[src/shared/field_policy_params.svh]
/*
 Timing-free constants for the register field library.
 Assumes inclusion by bare name from any design or bench file.
*/
`ifndef FIELD_POLICY_PARAMS_SVH
`define FIELD_POLICY_PARAMS_SVH

`define WORD_BITS          32
`define WORD_ADDR_LSBS     2
`define FIELD_RESET_VALUE  32'h0000_0000
`define RESERVED_ONE_BIT   1'b1
`define RESERVED_ZERO_BIT  1'b0

`endif

[src/shared/field_policy_pkg.sv]
/*
 Types for the register field library: access policies and the
 packed carriers for a field's write request and hardware event.
 Assumes field_policy_params.svh is on the include path.
*/
`include "field_policy_params.svh"

package field_policy_pkg;

	typedef enum logic [3:0] {
		ordinary_field            = 4'h0,
		reserved_as_one_field     = 4'h1,
		reserved_as_zero_field    = 4'h2,
		should_write_ones_field   = 4'h3,
		preserve_or_ones_field    = 4'h4,
		should_write_zeros_field  = 4'h5,
		preserve_or_zeros_field   = 4'h6,
		write_one_to_clear_bit    = 4'h7,
		writes_ignored_field      = 4'h8,
		reads_zero_ignores_writes = 4'h9,
		reads_one_ignores_writes  = 4'hA,
		hardwired_one_field       = 4'hB,
		hardwired_zero_field      = 4'hC
	} field_policy_t;

	typedef struct packed {
		logic                    direct_write;
		logic                    indirect_write;
		logic [`WORD_BITS-1:0]   data;
	} field_write_t;

	typedef struct packed {
		logic                    set;
		logic [`WORD_BITS-1:0]   mask;
	} field_event_t;

endpackage

[src/hdl/field_cell.sv]
/*
 One register field with a parameter-selected access policy.
 Assumes the containing bank decodes addresses and slices words.
*/
`timescale 1ns/1ps

module field_cell
	import field_policy_pkg::*;
#(
	parameter field_policy_t      POLICY     = ordinary_field,
	parameter int                 WIDTH      = 1,
	parameter logic [WIDTH-1:0]   RESET_VAL  = '0
) (
	input  wire logic               clk,
	input  wire logic               rst,
	input  wire logic               wr_direct,
	input  wire logic               wr_indirect,
	input  wire logic [WIDTH-1:0]   wr_data,
	input  wire logic               reserved_ctx,
	input  wire logic [WIDTH-1:0]   hw_set,
	output logic      [WIDTH-1:0]   rd_data,
	output logic      [WIDTH-1:0]   func_value
);

	function automatic logic is_hardwired(input field_policy_t p);
		return p == reads_zero_ignores_writes ||
			p == reads_one_ignores_writes ||
			p == hardwired_one_field ||
			p == hardwired_zero_field;
	endfunction

	function automatic logic ignores_writes(input field_policy_t p);
		return p == should_write_ones_field ||
			p == preserve_or_ones_field ||
			p == should_write_zeros_field ||
			p == preserve_or_zeros_field ||
			p == writes_ignored_field;
	endfunction

	generate
		if (is_hardwired(POLICY)) begin : g_const
			// No storage for hardwired fields
			always_comb begin
				if (POLICY == reads_one_ignores_writes ||
					POLICY == hardwired_one_field)
					rd_data = '1;
				else
					rd_data = '0;
				func_value = rd_data;
			end
		end else begin : g_store
			logic [WIDTH-1:0] value;
			logic [WIDTH-1:0] next_value;

			always_comb begin
				next_value = value;
				if (ignores_writes(POLICY)) begin
					next_value = value;
				end else if (POLICY == write_one_to_clear_bit) begin
					if (wr_direct)
						next_value = value & ~wr_data;
				end else if (POLICY == reserved_as_one_field &&
					wr_indirect && reserved_ctx) begin
					next_value = '1;
				end else if (POLICY == reserved_as_zero_field &&
					wr_indirect && reserved_ctx) begin
					next_value = '0;
				end else if (wr_direct || wr_indirect) begin
					next_value = wr_data;
				end
				// Hardware set wins over a same-cycle clear
				if (POLICY == write_one_to_clear_bit)
					next_value = next_value | hw_set;
			end

			always_ff @(posedge clk or posedge rst) begin
				if (rst)
					value <= RESET_VAL;
				else
					value <= next_value;
			end

			always_comb begin
				rd_data = value;
				func_value = value;
				if ((POLICY == reserved_as_one_field ||
					POLICY == reserved_as_zero_field) && reserved_ctx)
					func_value = '0;
				else if (POLICY == should_write_ones_field ||
					POLICY == preserve_or_ones_field ||
					POLICY == should_write_zeros_field ||
					POLICY == preserve_or_zeros_field)
					func_value = '0;
			end
		end
	endgenerate

endmodule

[src/hdl/reserved_field_policy.sv]
/*
 Example 32-bit register word built from field cells, one per policy in bits 0..12, ordinary above.
 Assumes the containing bank supplies word-aligned access strobes.
*/
`timescale 1ns/1ps

// What this block does
// - Indirect write in reserved context sets reserved-one bit to one
// - Reserved bit reads last written value
// - Unwritten bit reads its reset value
// - Direct write updates the bit's storage
// - Reserved context zeroes functional value, not read-back
// - Read-only reserved-one bit reads as one
// - Reserved fields unknown, written preserve-or-zeros
// - Should-write-ones field ignores writes
// - Should-write-zeros field ignores writes
// - Direct write of one clears; writing zero keeps
// - Writes-ignored field discards every write
// - Indirect write in reserved context sets reserved-zero bit to zero
// - Read-zero/read-one fields are constant, ignore writes

module reserved_field_policy
	import field_policy_pkg::*;
#(
	parameter int WORD_BITS = `WORD_BITS
) (
	input  wire logic                   clk,
	input  wire logic                   rst,
	input  wire logic                   wr_en,
	input  wire logic                   wr_indirect,
	input  wire logic [31:0]            wr_addr,
	input  wire logic [WORD_BITS-1:0]   wr_data,
	input  wire logic                   reserved_ctx,
	input  wire logic [WORD_BITS-1:0]   hw_set,
	output logic      [WORD_BITS-1:0]   rd_data,
	output logic      [WORD_BITS-1:0]   func_value,
	output logic                        misaligned
);

	localparam int NF = 13;
	localparam field_policy_t POL [NF] = '{
		ordinary_field, reserved_as_one_field, reserved_as_zero_field,
		should_write_ones_field, preserve_or_ones_field,
		should_write_zeros_field, preserve_or_zeros_field,
		write_one_to_clear_bit, writes_ignored_field,
		reads_zero_ignores_writes, reads_one_ignores_writes,
		hardwired_one_field, hardwired_zero_field};

	logic aligned;
	logic [WORD_BITS-1:0] rd_word;
	logic [WORD_BITS-1:0] fn_word;
	logic [WORD_BITS-1:0] next_rd;
	logic [WORD_BITS-1:0] next_fn;

	always_comb begin
		aligned = (wr_addr[`WORD_ADDR_LSBS-1:0] == 2'h0);
	end

	// Fields 0..12 one bit each; bits above are ordinary storage
	genvar i;
	generate
		for (i = 0; i < WORD_BITS; i++) begin : g_field
			localparam field_policy_t P =
				(i < NF) ? POL[(i < NF) ? i : 0] : ordinary_field;
			localparam logic RV =
				(P == reserved_as_one_field) ? `RESERVED_ONE_BIT :
				`RESERVED_ZERO_BIT;
			field_cell #(
				.POLICY    (P),
				.WIDTH     (1),
				.RESET_VAL (RV)
			) u_cell (
				.clk          (clk),
				.rst          (rst),
				.wr_direct    (wr_en & ~wr_indirect & aligned),
				.wr_indirect  (wr_en & wr_indirect & aligned),
				.wr_data      (wr_data[i]),
				.reserved_ctx (reserved_ctx),
				.hw_set       (hw_set[i]),
				.rd_data      (rd_word[i]),
				.func_value   (fn_word[i])
			);
		end
	endgenerate

	always_comb begin
		next_rd = rd_word;
		next_fn = fn_word;
	end

	always_ff @(posedge clk or posedge rst) begin
		if (rst) begin
			rd_data    <= `FIELD_RESET_VALUE;
			func_value <= `FIELD_RESET_VALUE;
			misaligned <= 1'b0;
		end else begin
			rd_data    <= next_rd;
			func_value <= next_fn;
			misaligned <= wr_en & ~aligned;
		end
	end

endmodule

[config.mk]
export PLATFORM = sky130hd
export DESIGN_NAME = reserved_field_policy
export DESIGN_NICKNAME = d
export VERILOG_FILES = /design/src/shared/field_policy_pkg.sv /design/src/hdl/field_cell.sv /design/src/hdl/reserved_field_policy.sv
export VERILOG_INCLUDE_DIRS = /design/src /design/src/shared
export SDC_FILE = /design/constraint.sdc
export NUM_CORES = 1
export LEC_CHECK = 0
export ABC_AREA = 1
export BUFFER_PORTS_ARGS = -buffer_cell sky130_fd_sc_hd__buf_2
export CAP_MARGIN = 20
export CORE_ASPECT_RATIO = 0.75
export CORE_MARGIN = 10
export CORE_UTILIZATION = 37
export CTS_CLUSTER_DIAMETER = 100
export CTS_CLUSTER_SIZE = 30
export DETAILED_ROUTE_END_ITERATION = 8
export MAX_ROUTING_LAYER = met4
export PLACE_DENSITY = 0.76
export SLEW_MARGIN = 20
export SYNTH_ARGS = -nofsm -noshare
export SYNTH_HDL_FRONTEND = slang
export SYNTH_SLANG_ARGS = --single-unit
[constraint.sdc]
create_clock -name clk -period 1.63 [get_ports clk]
set_input_delay 0.163 -clock clk [delete_from_list [all_inputs] [get_ports clk]]
set_output_delay 0.163 -clock clk [all_outputs]
set_load 0.02 [all_outputs]
Yosys cells after proc, flatten, opt, wreduce, memory -nomap -nowiden. Cells that the tools add are included.

Flip-flop bits (word level): 74. Logic and storage cells: 47. Output and inout bits: 65. Input bits: 101.

Bitwise gates (word level): 10. Muxes and demuxes: 7. Reduce and logical (&&, ||, !) cells: 4.

Operators by type and width (count): $mux 1 (7); $and 1x1->1 (6); $not 1->1 (3); $logic_not 2->1 (1); $reduce_bool 2->1 (1); $logic_and 1x1->1 (1); $logic_or 1x1->1 (1); $or 1x1->1 (1).

Depth between registers and ports, before layout. Gate-level depths: netlist (run 1).

Depth after elaboration: 6. Depth in mapped cells: 6. Mapped depth without buffers: 5.

Cells and area by module. A second synthesis (run 1) with hierarchy kept.

Cells, all modules: 275. Area, all modules: 3080.5 µm².

Modules (own cells, without submodules): reserved_field_policy (seq. area each 1626.6 µm², instances 1, area an instance 1671.6 µm², cells an instance 77); field_cell at g_field[0].u_cell ... (seq. area each 25.0 µm², instances 20, area an instance 52.6 µm², cells an instance 7); field_cell at g_field[10].u_cell ... (seq. area each 0.0 µm², instances 9, area an instance 18.8 µm², cells an instance 3); field_cell at g_field[1].u_cell (seq. area each 26.3 µm², instances 1, area an instance 72.6 µm², cells an instance 13); field_cell at g_field[2].u_cell (seq. area each 25.0 µm², instances 1, area an instance 65.1 µm², cells an instance 11); field_cell at g_field[7].u_cell (seq. area each 25.0 µm², instances 1, area an instance 51.3 µm², cells an instance 7).

Worst setup path before layout (run 1). No wires, ideal clock.

Path type: register -> output. Start point: register, netlist name rd_data[11]. End point: output port func_value[11]. Buffers on the path: 1. Arrival: 0.644 ns. Cell stages (with the launch flop): 2. Data required time: 1.467 ns. Path slack: 0.823 ns. Path through: dfrtp_1 > buf_4.

RTL lines: to (decl) (RTL line reserved_field_policy.sv:36) `output logic [WORD_BITS-1:0] func_value,`.

==> results of run 1 <==
how the worst max path moves through the flow:
stage | endpoint | from | slack [ns]
after global placement | g_field[22].u_cell.func_value | wr_addr[1] | 0.40
final | func_value[10] | rd_data[11] | 0.61
after global routing | func_value[10] | rd_data[11] | 0.55
after detailed placement | g_field[18].u_cell.func_value | wr_addr[1] | 0.38
after CTS | func_value[11] | rd_data[11] | 0.58
after floorplan | func_value[1] | rst | 0.27
logic make-up after synthesis:
family | after synthesis | share of synthesized area
other | 2 | 0.003920
and+or+nand+nor | 75 | 0.1555
DFF | 50 | 0.6538
AOI/OAI and AO/OA | 2 | 0.005220
buffers and inverters | 50 | 0.1816
routing by layer:
| metal | vias to the layer above | routed length, µm | global-route usage |
|---|---|---|---|
| met3 | 5 | 429 | 0.03734 |
| met4 | 0 | 39 | 0.02909 |
| met1 | 552 | 1558 | 0.1010 |
| li1 | 600 | - | - |
| met2 | 61 | 1861 | 0.1649 |
| met5 | - | 0 | - |
power groups by stage:
| stage | logic (mW) | clock network, mW | registers (mW) |
|---|---|---|---|
| after floorplan | 0.401 | 0 | 1.65 |
| after global placement | 0.642 | 0 | 1.52 |
| after detailed placement | 0.646 | 0 | 1.54 |
| after CTS | 0.649 | 0.761 | 1.51 |
| after global routing | 0.693 | 0.805 | 1.54 |
| final | 0.635 | 0.726 | 1.51 |
cell usage after synthesis, types with 2 or more instances:
master and n:
nor2_1 6, buf_2 2, buf_4 38, inv_1 7
dfrtp_1 49, nand2_1 66, buf_6 2, conb_1 2
state kept, by name (all words and copies together) (netlist names):
signal and cells:
g_field.u_cell.func_value 21, g_field.u_cell.rd_data 2, func_value 2, misaligned 1, rd_data 24
through the flow:
| stage | hold slack [ns] | util | worst slack (ns) |
|---|---|---|---|
| 6_report | 0.05225 | 0.4545 | 0.6053 |
| 5_1_grt | 0.04509 | 0.4545 | 0.5500 |
| 4_1_cts | 0.04102 | 0.4545 | 0.5821 |
| 3_5_place_dp | 0.1992 | 0.4333 | 0.3754 |
| 3_3_place_gp | 0.1918 | 0.4333 | 0.3979 |
| 2_1_floorplan | 0.2282 | - | 0.2675 |
what timing repair did:
| item | CTS | global route |
|---|---|---|
| hold buffers | 1 | 0 |
| hold endpoints to repair | 18 | 0 |
| endpoints found under the setup margin | 0 | 0 |
cell type report:
type / instances / share of cell area
sequential: 50 / 0.5561
tap: 60 / 0.03333
clock buffer: 6 / 0.03667
multi-input combinational: 92 / 0.1617
timing repair buffer: 83 / 0.1933
inverter: 8 / 0.01333
clock inverter: 2 / 0.005556
==> metrics.cfg, run 1 <==
[logic_synthesis]
syn_area_per_cell_um2 = 10.70
synth_top_area_share = 0.6401
async_reset_ff_frac = 1.000
syn_inst = 179
yosysSeqAreaShare = 0.6538
synth_top_area_cell = dfrtp_1
yosysWarnings = 0
synth_edf_count = 0
ys_types = 15
ys_seq_elements = 50
synthTopCellsByArea = dfrtp_1, buf_4, nand2_1
ys.flop_type = dfrtp_1
syn-cell-area_um2 = 1916

[power]
seqPwrFrac = 0.526
finalPower_mw = 2.868
power_frac_clock = 0.253
p_leak_nw = 1.319
p_int_mw = 1.963
power_density_nw_per_um2 = 1273
combinationalPowerShare = 0.221
swShare = 0.3157
ir_drop_v = 0.0006273
p_switching_mw = 0.9053

[final_layout]
multi_input_area_um2 = 364.1
final_nets = 341
final_common_cell = buf_2
fillers = 483
regArea_um2 = 1252
final_design_area_no_fill_um2 = 2252
layout_common_cells = buf_2, nand2_1, dfrtp_1
final_cells = 301
area_growth_pct = 17.57
drive_gt1_frac = 0.3942
antenna_cells = 0

[place]
placed_cells = 292
place.gp.congestion = 0.6663
hpwl_mm = 3.002
port_buffers = 81
post_dp_cell_area_um2 = 2147

[worst_hold_path]
hold_path_class = in -> reg
hold_path_end = func_value[2]
min_path_cells = 2
hp-start = reserved_ctx

[die]
die_y_um = 82.32
die_w_um = 103.1
core-area_um2 = 4955
pin_count = 166
initial_utilization = 0.3866
rows = 22
die_area_um2 = 8485

[clocking]
clockBufferDepth = 2
cts_buffers = 5
cts-root-buf = clkbuf_8
cts_resized = 0
cts_tree = done
path_clk_slew_ns = 0.09
post_cts_buffers = 0
insertion_delay_ns = 0.29
cts_max_level = 2
clock-sinks = 50

[setup_path]
cp_top_family = flip-flops
endpoint_kind = output port
worstPathArrival_ns = 0.86
crit_slowest_cell = dfrtp_1
r2r_end = func_value[1]
r2r_start = g_field[1].u_cell.rd_data
path_depth = 1
crit_path_max_incr_delay_ns = 0.40
cp.required_ns = 1.47
critPathMaxFanout = 4
r2r_cells = 2
start_kind = flop
critical_path_buf_inv_count = 1
crit_chain = buf_2
rrSetupSlack_ns = 0.90
criticalPathCategory = reg -> out

[status]
status = finished clean

[sta]
timing.fmax_ghz = 0.9759
slew_violations = 0
setup_viol = 0
rsz0062_at_grt = no
post-route-period-util = 0.6287
setup_tns_ns = 0
clock-skew-final_ns = 0.005837
fin_crit_ns = 1.025
finalHoldViolCount = 0

[global_route]
grt_max_degree = 32
grt_overflow = 0
grt_first_pass_wirelength_mm = 6.216
grt_pass1_vias = 1327
grt_antenna_before_repair = 0
grt.total_usage = 0.09599

[run]
maxCapViolCount = 0

[routing]
drtIter0Drc = 13
drt-total-wl_mm = 3.889
vias_per_cell = 4.047
wl_per_cell_um = 12.92
ant_nets = 0
route.detailed.drc = 0
dr_total_vias = 1218
drtPass1Iterations = 2

No activity file was read; power rests on OpenSTA's default activity.
==> run 2: changes to the inputs <==
- CORE_UTILIZATION: 37 -> 34
- PLACE_DENSITY: 0.76 -> 0.73
- clock period: 1.63 -> 0.92 ns (I/O delays scaled with it)
==> run 2 against run 1 <==
  * The flow now finishes with violations (negative setup slack)
  * Clock-buffer cell count decreased by 1
  * Sequential power increased by 82%
  * Critical path type unchanged
  * First-iteration DRC count rose by 92%
==> metrics.cfg, run 2 (synthesized netlist as in run 1, its figures left out) <==
[status]
status = finished, violations left  ; was finished clean
violations = negative setup slack

[clocking]
cts_max_level = 2  ; unchanged
clock-sinks = 50  ; unchanged
cts_tree = done  ; unchanged
path_clk_slew_ns = 0.09  ; about the same
post_cts_buffers = 0  ; unchanged
cts-root-buf = clkbuf_8  ; unchanged
cts_buffers = 5  ; unchanged
insertion_delay_ns = 0.30  ; was 0.29 ns
clockBufferDepth = 2  ; unchanged

[setup_path]
cp.required_ns = 0.83  ; was 1.47 ns
critPathMaxFanout = 4  ; unchanged
rrSetupSlack_ns = 0.16  ; was 0.90 ns
cp_top_family = flip-flops  ; unchanged
crit_path_max_incr_delay_ns = 0.41  ; was 0.40 ns
worstPathArrival_ns = 0.87  ; was 0.86 ns
endpoint_kind = output port  ; unchanged
start_kind = flop  ; unchanged
crit_slowest_cell = dfrtp_1  ; unchanged
critical_path_buf_inv_count = 1  ; unchanged
crit_chain = buf_2  ; unchanged
criticalPathCategory = reg -> out  ; unchanged

[place]
port_buffers = 81  ; unchanged
pre_cts_ws_ns = 0.06192  ; was 0.3754 ns
hpwl_mm = 3.174  ; was 3.002 mm
place.gp.congestion = 0.7286  ; was 0.6663
post_dp_cell_area_um2 = 2245  ; was 2147 µm²

[sta]
finalHoldViolCount = 0  ; unchanged
slew_violations = 0  ; unchanged
fin_crit_ns = 0.9663
timing.fmax_ghz = 1.035
rsz0062_at_grt = yes  ; was no
setup_slack_ns = -0.04627  ; was 0.6053 ns
clock-skew-final_ns = 0.008089  ; was 0.005837 ns
setup_viol = 46  ; was 0
post-route-period-util = 1.050

[routing]
dr_total_vias = 1344  ; was 1218
vias_per_cell = 3.930  ; was 4.047
highest_layer = met4  ; unchanged
wl_met2_mm = 2.273  ; was 1.861 mm
drt-total-wl_mm = 4.668  ; was 3.889 mm
wl_per_cell_um = 13.65  ; was 12.92 µm
route.detailed.drc = 0  ; unchanged
drtPass1Iterations = 5  ; was 2
drtIter0Drc = 25  ; was 13
dr_wl_met3_um = 383  ; was 429 µm
ant_nets = 0  ; unchanged
wl_met1_mm = 1.943  ; was 1.558 mm

[final_layout]
final_nets = 367  ; was 341
largestRegisters = rd_data: 24 flops, g_field.u_cell.func_value: 21 flops  ; unchanged
regMostFlops = rd_data  ; unchanged
drive_gt1_frac = 0.3745  ; was 0.3942
regArea_um2 = 1252  ; unchanged
fillers = 492  ; was 483
area_growth_pct = 50.29  ; was 17.57%
multi_input_area_um2 = 364.1  ; unchanged
final_design_area_no_fill_um2 = 2879  ; was 2252 µm²
largest_reg_flops = 24  ; unchanged
final_common_cell = nand2_1  ; was buf_2
antenna_cells = 0  ; unchanged
layout_common_cells = nand2_1, dfrtp_1, buf_6  ; was buf_2, nand2_1, dfrtp_1

[global_route]
grt_antenna_before_repair = 0  ; unchanged
grt.total_usage = 0.1053  ; was 0.09599
grt_pass1_vias = 1430  ; was 1327
grt_overflow = 0  ; unchanged
grt_first_pass_wirelength_mm = 7.458  ; was 6.216 mm
grt_max_degree = 51  ; was 32

[die]
die_area_um2 = 9067  ; was 8485 µm²
core-area_um2 = 5410  ; was 4955 µm²
initial_utilization = 0.3541  ; was 0.3866
pin_count = 166  ; unchanged
die_y_um = 85.01  ; was 82.32 µm
die_w_um = 106.7  ; was 103.1 µm
rows = 23  ; was 22

[run]
maxCapViolCount = 0  ; unchanged

[power]
p_leak_nw = 1.535  ; was 1.319 nW
ir_drop_v = 0.0006967  ; was 0.0006273 V
power_density_nw_per_um2 = 2127  ; was 1273 nW/µm²

[worst_hold_path]
hold_path_class = in -> reg  ; unchanged

run 2: through the flow:
stage               total power [mW]  hold WS (ns)  instances    util  TNS (ns)
finish                         6.123      0.004544        342  0.5321    -1.118
detailed placement             3.898        0.1902        312  0.4149         0
global placement               3.866        0.1724        312  0.4149         0
floorplan                      3.632        0.1340        192       -         0
global route                   6.435       0.01327        342  0.5321    -2.962
CTS                            6.073     0.0003471        342  0.5180    -1.526
run 2: report_power, final:
group | internal (mW) | switching, mW
clock network | 1.09 | 0.710
logic | 0.766 | 0.808
registers | 2.53 | 0.226
total | 4.38 | 1.74
run 2: final cells by class:
cell class / count / share of cell area
Clock inverter: 3 / 0.02390
Timing Repair Buffer: 109 / 0.3464
Multi-Input combinational cell: 92 / 0.1265
Sequential cell: 50 / 0.4350
Inverter: 8 / 0.01173
Clock buffer: 5 / 0.02390
Tap cell: 75 / 0.03259
run 2: final timing paths:
| check | cells after the start | to | start |
|---|---|---|---|
| setup / recovery | 1 | func_value[11] | rd_data[11] |
| hold / removal | 3 | g_field[16].u_cell.func_value | wr_data[16] |
| setup reg to reg | 2 | g_field[1].u_cell.rd_data | g_field[1].u_cell.rd_data |
| hold reg to reg | 0 | rd_data[29] | g_field[29].u_cell.func_value |
| max in group asynchronous | 4 | g_field[1].u_cell.rd_data | rst |
| min in group asynchronous | 4 | g_field[15].u_cell.func_value | rst |
run 2: repair_timing:
action / CTS / global route
hold buffers: 22 / 0
setup endpoints to repair: 48 / 51
hold endpoints to repair: 71 / 0
gates resized for setup: 64 / 25
run 2: routing by layer:
| layer | global-route usage | vias to the layer above |
|---|---|---|
| met5 | - | - |
| li1 | - | 652 |
| met3 | 0.04230 | 7 |
| met2 | 0.1733 | 67 |
| met1 | 0.1130 | 618 |
| met4 | 0.03681 | 0 |
